==> src/design/ldcmd_consts.svh <==
// offsets, field positions, reset values and character codes of the command decoder
`ifndef LDCMD_CONSTS_SVH
`define LDCMD_CONSTS_SVH

// ----------------------------------------
// register byte addresses
// ----------------------------------------
`define LDCMD_ADDR_W 8
`define LDCMD_A_EVT_STAT 8'h00
`define LDCMD_A_EVT_MASK 8'h04
`define LDCMD_A_STATE 8'h08
`define LDCMD_A_FAULT_LATCH 8'h0C
`define LDCMD_A_ERR_WORD 8'h10
`define LDCMD_A_CTRL 8'h14

// ----------------------------------------
// event bits
// ----------------------------------------
`define LDCMD_EVT_W 5
`define LDCMD_EVT_SET_DONE 0
`define LDCMD_EVT_REPLY_DONE 1
`define LDCMD_EVT_BAD_CMD 2
`define LDCMD_EVT_WIPE 3
`define LDCMD_EVT_FAULT 4

// ----------------------------------------
// state readback field positions
// ----------------------------------------
`define LDCMD_F_MODE_LO 0
`define LDCMD_F_SHORT 2
`define LDCMD_F_PRESET 3
`define LDCMD_F_SENSE 4
`define LDCMD_F_LEVEL 5
`define LDCMD_F_DYN 6

// ----------------------------------------
// reset values
// ----------------------------------------
`define LDCMD_RST_MASK 5'h00
`define LDCMD_RST_CTRL 1'b1
`define LDCMD_RST_MODE 2'h0

// ----------------------------------------
// characters and token size
// ----------------------------------------
`define LDCMD_TOK_W 64
`define LDCMD_TOK_MAX 4'h8
`define LDCMD_CH_SEMI 8'h3B
`define LDCMD_CH_NL 8'h0A
`define LDCMD_CH_SP 8'h20
`define LDCMD_CH_COLON 8'h3A
`define LDCMD_CH_QUERY 8'h3F
`define LDCMD_CH_LC_A 8'h61
`define LDCMD_CH_LC_Z 8'h7A
`define LDCMD_CH_CASE 8'h20
`define LDCMD_CH_ZERO 8'h30
`define LDCMD_DYN_CODE_ON 2'h1
`define LDCMD_DYN_CODE_OFF 2'h2

`endif

==> src/design/ldcmd_pkg.sv <==
// types shared by the command decoder files
package ldcmd_pkg;

   typedef enum logic [4:0] {
      W_NONE, W_STAT, W_MODE, W_SHORT, W_PRESET, W_SENSE, W_LEVEL, W_DYN, W_CLR,
      W_CC, W_CR, W_CV, W_CP, W_ON, W_OFF, W_AUTO, W_HIGH, W_LOW
   } ldcmd_word_e;

   typedef enum logic [1:0] {
      constant_current, constant_resistance, constant_voltage, constant_power
   } ldcmd_mode_e;

   typedef enum logic [2:0] {
      ST_KEY, ST_ARG, ST_QEND, ST_SKIP, ST_REPLY
   } ldcmd_state_e;

endpackage : ldcmd_pkg

==> src/design/ldcmd_word_match.sv <==
// maps a right-aligned upper-case token to a keyword or argument code
`timescale 1ns/10ps
`default_nettype none
`include "ldcmd_consts.svh"

module ldcmd_word_match (
   // token
   input wire logic [`LDCMD_TOK_W-1:0] i_tok,
   // decoded word
   output ldcmd_pkg::ldcmd_word_e o_word
);
   import ldcmd_pkg::*;

   // short and long keyword forms are accepted where both exist; MODE and CLR have one form only
   always_comb begin
      case (i_tok)
         {32'h0, "STAT"}, {24'h0, "STATE"}: o_word = W_STAT;
         {32'h0, "MODE"}: o_word = W_MODE;
         {32'h0, "SHOR"}, {24'h0, "SHORT"}: o_word = W_SHORT;
         {32'h0, "PRES"}, {16'h0, "PRESET"}: o_word = W_PRESET;
         {32'h0, "SENS"}, {24'h0, "SENSE"}: o_word = W_SENSE;
         {40'h0, "LEV"}, {24'h0, "LEVEL"}: o_word = W_LEVEL;
         {40'h0, "DYN"}, {8'h0, "DYNAMIC"}: o_word = W_DYN;
         {40'h0, "CLR"}: o_word = W_CLR;
         {48'h0, "CC"}: o_word = W_CC;
         {48'h0, "CR"}: o_word = W_CR;
         {48'h0, "CV"}: o_word = W_CV;
         {48'h0, "CP"}: o_word = W_CP;
         {48'h0, "ON"}: o_word = W_ON;
         {40'h0, "OFF"}: o_word = W_OFF;
         {32'h0, "AUTO"}: o_word = W_AUTO;
         {32'h0, "HIGH"}: o_word = W_HIGH;
         {40'h0, "LOW"}: o_word = W_LOW;
         default: o_word = W_NONE;
      endcase
   end

endmodule : ldcmd_word_match
`default_nettype wire

==> src/design/ldcmd_decoder.sv <==
// text command decoder for the load state fields, with register port and interrupt
//
// Chosen here: the plain strobed port and the register addresses.
`timescale 1ns/10ps
`default_nettype none
`include "ldcmd_consts.svh"

module ldcmd_decoder (
   // clock and reset
   input wire logic i_mclk,
   input wire logic i_rst_n,
   // command byte stream from the host link
   input wire logic [7:0] i_rx_data,
   input wire logic i_rx_valid,
   output logic o_rx_ready,
   // reply byte stream to the host link
   output logic [7:0] o_tx_data,
   output logic o_tx_valid,
   input wire logic i_tx_ready,
   // fault and error sources
   input wire logic [7:0] i_fault_set,
   input wire logic [7:0] i_err_set,
   // state fields
   output ldcmd_pkg::ldcmd_mode_e o_mode,
   output logic o_short_on,
   output logic o_preset_on,
   output logic o_sense_on,
   output logic o_level_high,
   output logic o_dyn_on,
   output logic [7:0] o_fault_latch_word,
   output logic [7:0] o_err_word,
   // register port
   input wire logic [`LDCMD_ADDR_W-1:0] i_addr,
   input wire logic [31:0] i_wdata,
   input wire logic i_wr,
   input wire logic i_rd,
   output logic [31:0] o_rdata,
   // interrupt
   output logic o_irq
);
   import ldcmd_pkg::*;

   // ----------------------------------------
   // state
   // ----------------------------------------
   typedef struct packed {
      ldcmd_state_e st;
      logic [`LDCMD_TOK_W-1:0] tok;
      logic [3:0] cnt;
      logic prefix;
      ldcmd_word_e kw;
      ldcmd_mode_e mode;
      logic short_on;
      logic preset_on;
      logic sense_on;
      logic level_high;
      logic dyn_on;
      logic [7:0] fault;
      logic [7:0] err;
      logic [7:0] tx_data;
      logic tx_valid;
      logic tx_last;
      logic rx_ready;
      logic [`LDCMD_EVT_W-1:0] stat;
      logic [`LDCMD_EVT_W-1:0] mask;
      logic ctrl_en;
      logic [31:0] rdata;
      logic irq;
   } ldcmd_regs_s;

   ldcmd_regs_s state_ff;
   ldcmd_regs_s nxt_state;
   ldcmd_word_e word;

   ldcmd_word_match u_match (
      .i_tok(state_ff.tok),
      .o_word(word)
   );

   // ----------------------------------------
   // next state
   // ----------------------------------------
   always_comb begin
      logic [7:0] ch;
      logic take;
      logic term;
      logic wipe;
      logic [`LDCMD_EVT_W-1:0] ev;
      logic [1:0] code;
      ch = i_rx_data;
      take = i_rx_valid && state_ff.rx_ready;
      term = 1'b0;
      wipe = 1'b0;
      ev = '0;
      code = 2'h0;
      nxt_state = state_ff;
      nxt_state.rdata = 32'h0000_0000;
      // upper case so keywords match in either case
      if (ch >= `LDCMD_CH_LC_A && ch <= `LDCMD_CH_LC_Z) begin
         ch = ch - `LDCMD_CH_CASE;
      end
      // semicolon or newline ends a command
      term = (ch == `LDCMD_CH_SEMI) || (ch == `LDCMD_CH_NL);

      case (state_ff.st)
         ST_KEY: begin
            if (take) begin
               if (term) begin
                  nxt_state.tok = '0;
                  nxt_state.cnt = 4'h0;
                  nxt_state.prefix = 1'b0;
                  if (state_ff.cnt != 4'h0 || state_ff.prefix) begin
                     if (word == W_CLR) begin
                        wipe = 1'b1;
                        ev[`LDCMD_EVT_WIPE] = 1'b1;
                     end else begin
                        ev[`LDCMD_EVT_BAD_CMD] = 1'b1;
                     end
                  end
               end else if (ch == `LDCMD_CH_COLON) begin
                  if (word == W_STAT && !state_ff.prefix) begin
                     nxt_state.prefix = 1'b1;
                     nxt_state.tok = '0;
                     nxt_state.cnt = 4'h0;
                  end else begin
                     nxt_state.st = ST_SKIP;
                     ev[`LDCMD_EVT_BAD_CMD] = 1'b1;
                  end
               end else if (ch == `LDCMD_CH_SP) begin
                  // leading blanks are ignored
                  if (state_ff.cnt != 4'h0) begin
                     if (word inside {W_MODE, W_SHORT, W_PRESET, W_SENSE, W_LEVEL, W_DYN}) begin
                        nxt_state.kw = word;
                        nxt_state.st = ST_ARG;
                        nxt_state.tok = '0;
                        nxt_state.cnt = 4'h0;
                     end else begin
                        nxt_state.st = ST_SKIP;
                        ev[`LDCMD_EVT_BAD_CMD] = 1'b1;
                     end
                  end
               end else if (ch == `LDCMD_CH_QUERY) begin
                  if (word inside {W_MODE, W_SHORT, W_PRESET, W_SENSE, W_LEVEL, W_DYN}) begin
                     nxt_state.kw = word;
                     nxt_state.st = ST_QEND;
                  end else begin
                     nxt_state.st = ST_SKIP;
                     ev[`LDCMD_EVT_BAD_CMD] = 1'b1;
                  end
               end else if (state_ff.cnt == `LDCMD_TOK_MAX) begin
                  // too long for any keyword
                  nxt_state.st = ST_SKIP;
                  ev[`LDCMD_EVT_BAD_CMD] = 1'b1;
               end else begin
                  nxt_state.tok = {state_ff.tok[`LDCMD_TOK_W-9:0], ch};
                  nxt_state.cnt = state_ff.cnt + 4'h1;
               end
            end
         end

         ST_ARG: begin
            if (take) begin
               if (term) begin
                  nxt_state.st = ST_KEY;
                  nxt_state.tok = '0;
                  nxt_state.cnt = 4'h0;
                  nxt_state.prefix = 1'b0;
                  ev[`LDCMD_EVT_SET_DONE] = 1'b1;
                  case (state_ff.kw)
                     W_MODE: begin
                        case (word)
                           W_CC: nxt_state.mode = constant_current;
                           W_CR: nxt_state.mode = constant_resistance;
                           W_CV: nxt_state.mode = constant_voltage;
                           W_CP: nxt_state.mode = constant_power;
                           default: ev = 5'h04;
                        endcase
                     end
                     W_SHORT: begin
                        if (word == W_ON || word == W_OFF) begin
                           nxt_state.short_on = (word == W_ON);
                        end else begin
                           ev = 5'h04;
                        end
                     end
                     W_PRESET: begin
                        if (word == W_ON || word == W_OFF) begin
                           nxt_state.preset_on = (word == W_ON);
                        end else begin
                           ev = 5'h04;
                        end
                     end
                     W_SENSE: begin
                        // rear sense only or auto fallback
                        if (word == W_ON || word == W_AUTO) begin
                           nxt_state.sense_on = (word == W_ON);
                        end else begin
                           ev = 5'h04;
                        end
                     end
                     W_LEVEL: begin
                        if (word == W_HIGH || word == W_LOW) begin
                           nxt_state.level_high = (word == W_HIGH);
                        end else begin
                           ev = 5'h04;
                        end
                     end
                     W_DYN: begin
                        if (word == W_ON || word == W_OFF) begin
                           nxt_state.dyn_on = (word == W_ON);
                        end else begin
                           ev = 5'h04;
                        end
                     end
                     default: ev = 5'h04;
                  endcase
               end else if (ch == `LDCMD_CH_SP) begin
                  // blank inside an argument is malformed
                  if (state_ff.cnt != 4'h0) begin
                     nxt_state.st = ST_SKIP;
                     ev[`LDCMD_EVT_BAD_CMD] = 1'b1;
                  end
               end else if (state_ff.cnt == `LDCMD_TOK_MAX) begin
                  nxt_state.st = ST_SKIP;
                  ev[`LDCMD_EVT_BAD_CMD] = 1'b1;
               end else begin
                  nxt_state.tok = {state_ff.tok[`LDCMD_TOK_W-9:0], ch};
                  nxt_state.cnt = state_ff.cnt + 4'h1;
               end
            end
         end

         ST_QEND: begin
            if (take) begin
               nxt_state.tok = '0;
               nxt_state.cnt = 4'h0;
               nxt_state.prefix = 1'b0;
               if (term) begin
                  // reply only once the query is complete
                  case (state_ff.kw)
                     W_MODE: code = state_ff.mode;
                     W_SHORT: code = {1'b0, state_ff.short_on};
                     W_PRESET: code = {1'b0, state_ff.preset_on};
                     W_SENSE: code = {1'b0, state_ff.sense_on};
                     W_LEVEL: code = {1'b0, state_ff.level_high};
                     W_DYN: code = state_ff.dyn_on ? `LDCMD_DYN_CODE_ON : `LDCMD_DYN_CODE_OFF;
                     default: code = 2'h0;
                  endcase
                  nxt_state.tx_data = `LDCMD_CH_ZERO + {6'h00, code};
                  nxt_state.tx_valid = 1'b1;
                  nxt_state.tx_last = 1'b0;
                  nxt_state.rx_ready = 1'b0;
                  nxt_state.st = ST_REPLY;
               end else begin
                  nxt_state.st = ST_SKIP;
                  ev[`LDCMD_EVT_BAD_CMD] = 1'b1;
               end
            end
         end

         ST_SKIP: begin
            if (take && term) begin
               nxt_state.st = ST_KEY;
               nxt_state.tok = '0;
               nxt_state.cnt = 4'h0;
               nxt_state.prefix = 1'b0;
            end
         end

         ST_REPLY: begin
            // digit then newline, each held until taken
            if (state_ff.tx_valid && i_tx_ready) begin
               if (!state_ff.tx_last) begin
                  nxt_state.tx_data = `LDCMD_CH_NL;
                  nxt_state.tx_last = 1'b1;
               end else begin
                  nxt_state.tx_valid = 1'b0;
                  nxt_state.tx_last = 1'b0;
                  nxt_state.st = ST_KEY;
                  ev[`LDCMD_EVT_REPLY_DONE] = 1'b1;
               end
            end
         end

         default: nxt_state.st = ST_KEY;
      endcase

      // input is stalled while a reply is out or software halts parsing
      nxt_state.rx_ready = state_ff.ctrl_en && (nxt_state.st != ST_REPLY);

      // wipe clears both words; a new fault in that cycle still lands
      nxt_state.fault = (wipe ? 8'h00 : state_ff.fault) | i_fault_set;
      nxt_state.err = (wipe ? 8'h00 : state_ff.err) | i_err_set;
      if ((i_fault_set | i_err_set) != 8'h00) begin
         ev[`LDCMD_EVT_FAULT] = 1'b1;
      end

      // ----------------------------------------
      // register port
      // ----------------------------------------
      nxt_state.stat = state_ff.stat | ev;
      if (i_wr) begin
         case (i_addr)
            `LDCMD_A_EVT_STAT: nxt_state.stat = (state_ff.stat & ~i_wdata[`LDCMD_EVT_W-1:0]) | ev;
            `LDCMD_A_EVT_MASK: nxt_state.mask = i_wdata[`LDCMD_EVT_W-1:0];
            `LDCMD_A_CTRL: nxt_state.ctrl_en = i_wdata[0];
            default: nxt_state.ctrl_en = state_ff.ctrl_en;
         endcase
      end
      if (i_rd) begin
         case (i_addr)
            `LDCMD_A_EVT_STAT: nxt_state.rdata = {27'h0, state_ff.stat};
            `LDCMD_A_EVT_MASK: nxt_state.rdata = {27'h0, state_ff.mask};
            `LDCMD_A_STATE: nxt_state.rdata = {25'h0, state_ff.dyn_on, state_ff.level_high,
               state_ff.sense_on, state_ff.preset_on, state_ff.short_on, state_ff.mode};
            `LDCMD_A_FAULT_LATCH: nxt_state.rdata = {24'h0, state_ff.fault};
            `LDCMD_A_ERR_WORD: nxt_state.rdata = {24'h0, state_ff.err};
            `LDCMD_A_CTRL: nxt_state.rdata = {31'h0, state_ff.ctrl_en};
            default: nxt_state.rdata = 32'h0000_0000;
         endcase
      end
      nxt_state.irq = |(nxt_state.stat & nxt_state.mask);
   end

   // ----------------------------------------
   // registers
   // ----------------------------------------
   always_ff @(posedge i_mclk or negedge i_rst_n) begin
      if (!i_rst_n) begin
         state_ff <= '{st: ST_KEY, tok: '0, cnt: 4'h0, prefix: 1'b0, kw: W_NONE,
            mode: constant_current, short_on: 1'b0, preset_on: 1'b0, sense_on: 1'b0,
            level_high: 1'b0, dyn_on: 1'b0, fault: 8'h00, err: 8'h00, tx_data: 8'h00,
            tx_valid: 1'b0, tx_last: 1'b0, rx_ready: 1'b0, stat: 5'h00,
            mask: `LDCMD_RST_MASK, ctrl_en: `LDCMD_RST_CTRL, rdata: 32'h0000_0000,
            irq: 1'b0};
      end else begin
         state_ff <= nxt_state;
      end
   end

   assign o_rx_ready = state_ff.rx_ready;
   assign o_tx_data = state_ff.tx_data;
   assign o_tx_valid = state_ff.tx_valid;
   assign o_mode = state_ff.mode;
   assign o_short_on = state_ff.short_on;
   assign o_preset_on = state_ff.preset_on;
   assign o_sense_on = state_ff.sense_on;
   assign o_level_high = state_ff.level_high;
   assign o_dyn_on = state_ff.dyn_on;
   assign o_fault_latch_word = state_ff.fault;
   assign o_err_word = state_ff.err;
   assign o_rdata = state_ff.rdata;
   assign o_irq = state_ff.irq;

endmodule : ldcmd_decoder
`default_nettype wire

==> config.mk <==
export PLATFORM = sky130hd
export DESIGN_NAME = ldcmd_decoder
export DESIGN_NICKNAME = d
export VERILOG_FILES = /design/src/design/ldcmd_pkg.sv /design/src/design/ldcmd_word_match.sv /design/src/design/ldcmd_decoder.sv
export VERILOG_INCLUDE_DIRS = /design/src /design/src/design
export SDC_FILE = /design/constraint.sdc
export NUM_CORES = 1
export LEC_CHECK = 0
export ABC_AREA = 1
export BUFFER_PORTS_ARGS = -buffer_cell sky130_fd_sc_hd__buf_2
export CELL_PAD_IN_SITES_DETAIL_PLACEMENT = 0
export CELL_PAD_IN_SITES_GLOBAL_PLACEMENT = 2
export CORE_MARGIN = 5
export CORE_UTILIZATION = 30
export DETAILED_ROUTE_END_ITERATION = 6
export HOLD_SLACK_MARGIN = 0.06
export PLACE_DENSITY_LB_ADDON = 0.1
export SYNTH_ARGS = -nofsm -noshare
export SYNTH_HDL_FRONTEND = slang
export SYNTH_SLANG_ARGS = --single-unit
==> constraint.sdc <==
create_clock -name i_mclk -period 3.51 [get_ports i_mclk]
set_input_delay 0.5265 -clock i_mclk [delete_from_list [all_inputs] [get_ports i_mclk]]
set_output_delay 0.5265 -clock i_mclk [all_outputs]
set_load 0.05 [all_outputs]
==> impl_metrics.py <==
metrics = {
    "global_route": {
        "grt_pass1_wl_mm": 52.0,
        "grt_pass1_vias": 9210,
        "grt_max_degree": 81,
        "antenna_found_initial": 0,
        "grt_use_total_pct": 18.6,
        "grt_remaining_overflow": 0,
    },
    "floorplanning": {
        "die_x_um": 187,
        "rows": 65,
        "fp.coreArea_um2": 31300,
        "initial_core_util_pct": 30.2,
        "io_pins": 136,
        "die_y_um": 187,
        "die-area_um2": 35100,
    },
    "power_and_ir_drop": {
        "ir_drop_mv": 0.335,
        "power_density_nw_per_um2": 408,
        "p_leak_nw": 4.92,
        "power.total_mw": 4.46,
    },
    "route": {
        "initialDrtViolationCount": 731,
        "routed_wl_mm": 32.0,
        "drc": 0,
        "routed_via_density": 4.78,
        "wl_per_cell_um": 16.5,
        "num_vias": 9303,
        "detail-route-antenna-nets": 0,
        "drtPass1Iterations": 5,
    },
    "critical_path": {
        "r2r_slack_ps": 370,
        "slowest_delay_ps": 490,
        "critPathTopFamily": "simple AND/OR/NAND/NOR gates",
        "cp-end-kind": "register",
        "path_cells": "inv_1 -> nor2_1 -> nand2_1 -> nor2_2 -> nand4_1 -> o21ai_1 -> nand2_1 -> nand3_1 -> o211ai_1 -> nor4_4 -> nand2_4 -> buf_12 -> buf_12 -> nand2_1 -> o21ai_0",
        "crit_arrival_ps": 3460,
        "rr_worst_depth": 15,
        "cp_common_cell": "nand2_1",
        "crit_start": "state_ff[94]",
        "worstSetupPathType": "reg2reg",
        "start_kind": "register",
        "slowest_stage": "dfrtp_1",
        "r2r-end": "state_ff[128]",
        "critPathBufInv": 3,
        "crit_fanout": 28,
        "required_ps": 3830,
        "r2r_start": "state_ff[94]",
    },
    "sta": {
        "tns_ps": 0,
        "slew_violations": 0,
        "maxSlewHeadroom_pct": 45.6,
        "min_period_ps": 3140,
        "period_share_pct": 89.4,
        "worstMarginPinSlew_ps": 810,
        "hold_slack_ps": 68.0,
        "grt_setup_unrepaired": "false",
        "setup_slack_ps": 373,
        "hold_viol": 0,
        "setup_viol_count_final": 0,
        "skew_ps": 14.3,
        "fmax_mhz": 319,
    },
    "placement": {
        "placed_cells": 1915,
        "place_area_um2": 10300,
        "gp_congestion": 0.833,
        "portBuffers": 81,
        "post-place-ws_ps": 332,
        "post-dp-hpwl_mm": 24.3,
    },
    "clock_tree": {
        "cts_max_level": 4,
        "cts_tree": "done",
        "clk_pin_slew_ps": 70,
        "cts-root-buf": "clkbuf_16",
        "hold_buffers": 0,
        "postCtsSetupRepairBufs": 0,
        "cts.sinks": 127,
        "cts_made_buffers": 17,
        "clk_path_buf_depth": 2,
        "cts_resized": 0,
        "clock_latency_ps": 460,
    },
    "yosys": {
        "ys_seq_area_share_pct": 33.7,
        "ys_warn_count": 0,
        "ys_types": 54,
        "synth_ff_type": "dfrtp_1",
        "synthesis.area_um2": 9440,
        "synthCells": 1450,
        "synthArstFlopShare_pct": 100,
        "ys_ff_latch": 127,
        "synth_edf_count": 0,
        "avgSynthCellArea_um2": 6.51,
    },
    "final_layout": {
        "n_antenna_cell": 0,
        "fin_nets": 1605,
        "area_delta_synth_final_pct": 15.6,
        "drive_above_1_share_pct": 14.4,
        "utilization_pct": 34.9,
        "fin_area_um2": 10900,
        "fin_cells": 1947,
    },
    "min_path": {
        "hp-class": "in2async",
    },
    "run_status": {
        "status": "finished clean",
    },
    "flow_run": {
        "maxCapViolations": 0,
    },
}
==> layout make-up <==
| cell class | instances | area, um^2 |
|---|---|---|
| Fill cell | 3486 | 20400 |
| Multi-Input combinational cell | 1102 | 5140 |
| Sequential cell | 127 | 3180 |
| Timing Repair Buffer | 137 | 907 |
| Inverter | 147 | 552 |
| Tap cell | 402 | 503 |
| Clock buffer | 18 | 429 |
| Clock inverter | 14 | 204 |
==> synth_stat cells, types with 2 or more instances <==
library cell,count,share of area [%]
nor4_1,7,0.46
inv_2,4,0.16
clkbuf_1,22,0.87
a21oi_1,14,0.74
o41ai_1,4,0.37
nor3_1,29,1.5
o2111ai_1,2,0.19
ha_1,3,0.40
nor3_2,2,0.21
nand2_2,4,0.26
o21ai_0,40,2.1
buf_2,9,0.48
a41oi_1,2,0.19
nor2_4,3,0.36
o21bai_1,3,0.24
buf_4,58,4.6
a21o_1,11,0.87
inv_1,142,5.6
nand3_1,62,3.3
o21ai_1,39,2.1
a31oi_1,4,0.26
a211oi_1,2,0.16
xor2_1,2,0.19
nor2_2,8,0.53
o211ai_1,50,4.0
o21ai_2,26,2.4
o221ai_1,2,0.19
a22oi_1,3,0.24
and2_1,3,0.20
o31ai_1,2,0.16
dfrtp_1,126,33
nand4_1,33,2.2
nor2_1,231,9.2
a221oi_1,2,0.19
o22ai_1,2,0.13
buf_6,10,1.2
nand2_1,467,19
==> cells by family (layout without fill, tap and decap cells) <==
| logic type | after synthesis | in the layout | share of synthesized area [%] |
|---|---|---|---|
| adders and majority gates | 3 | 3 | 0.398 |
| DFF | 127 | 127 | 33.7 |
| AOI/OAI and AO/OA | 214 | 214 | 15.2 |
| xor gates and xnor gates | 3 | 3 | 0.278 |
| other | 1 | 27 | 0.0397 |
| and+or+nand+nor | 855 | 855 | 37.4 |
| buffers and inverters | 247 | 316 | 13.0 |
==> worst max path at each step <==
stage | end | depth (start not counted)
6_report | state_ff[128] | 15
5_1_grt | state_ff[140] | 15
4_1_cts | state_ff[128] | 16
3_5_place_dp | state_ff[128] | 16
3_3_place_gp | state_ff[134] | 16
2_1_floorplan | state_ff[113] | 17
==> report_power, final <==
group	switching [mW]	internal, mW	total (mW)
clock	0.770	1.20	1.97
combinational	0.653	0.294	0.946
sequential	0.0361	1.50	1.54
==> state kept, by name, summed over array words and instances, names as in the netlist <==
register	flops
o_dyn_on	1
o_level_high	1
o_preset_on	1
o_short_on	1
o_err_word	8
o_tx_data	4
o_mode	2
o_rx_ready	1
o_fault_latch_word	8
state_ff	89
o_sense_on	1
o_tx_valid	1
o_irq	1
o_rdata	8
==> layer usage <==
layer  share of wire [%]  wire (um)  GRT usage, %  vias to the layer above
li1                    -          -             -                     4786
met1                  49      15800          26.3                     4306
met2                  45      14300          28.9                      177
met3                 4.0       1280          3.10                       34
met4                 1.9        616          6.01                        0
met5                   0          0             0                        -
==> cells in the final DEF (no fill, tap or decap), types with 4 or more instances in the layout <==
master     instances
a21o_1            11
a21oi_1           14
a31oi_1            4
buf_12             6
buf_2             80
buf_4             50
bufinv_16          4
clkbuf_16         17
conb_1            27
dfrtp_1          126
inv_1            142
inv_2              4
inv_6              6
nand2_1          466
nand2_2            4
nand3_1           62
nand4_1           33
nor2_1           231
nor2_2             8
nor3_1            29
nor4_1             7
o211ai_1          50
o21ai_0           40
o21ai_1           39
o21ai_2           26
o41ai_1            4
Power figures use the tool's default switching activity.
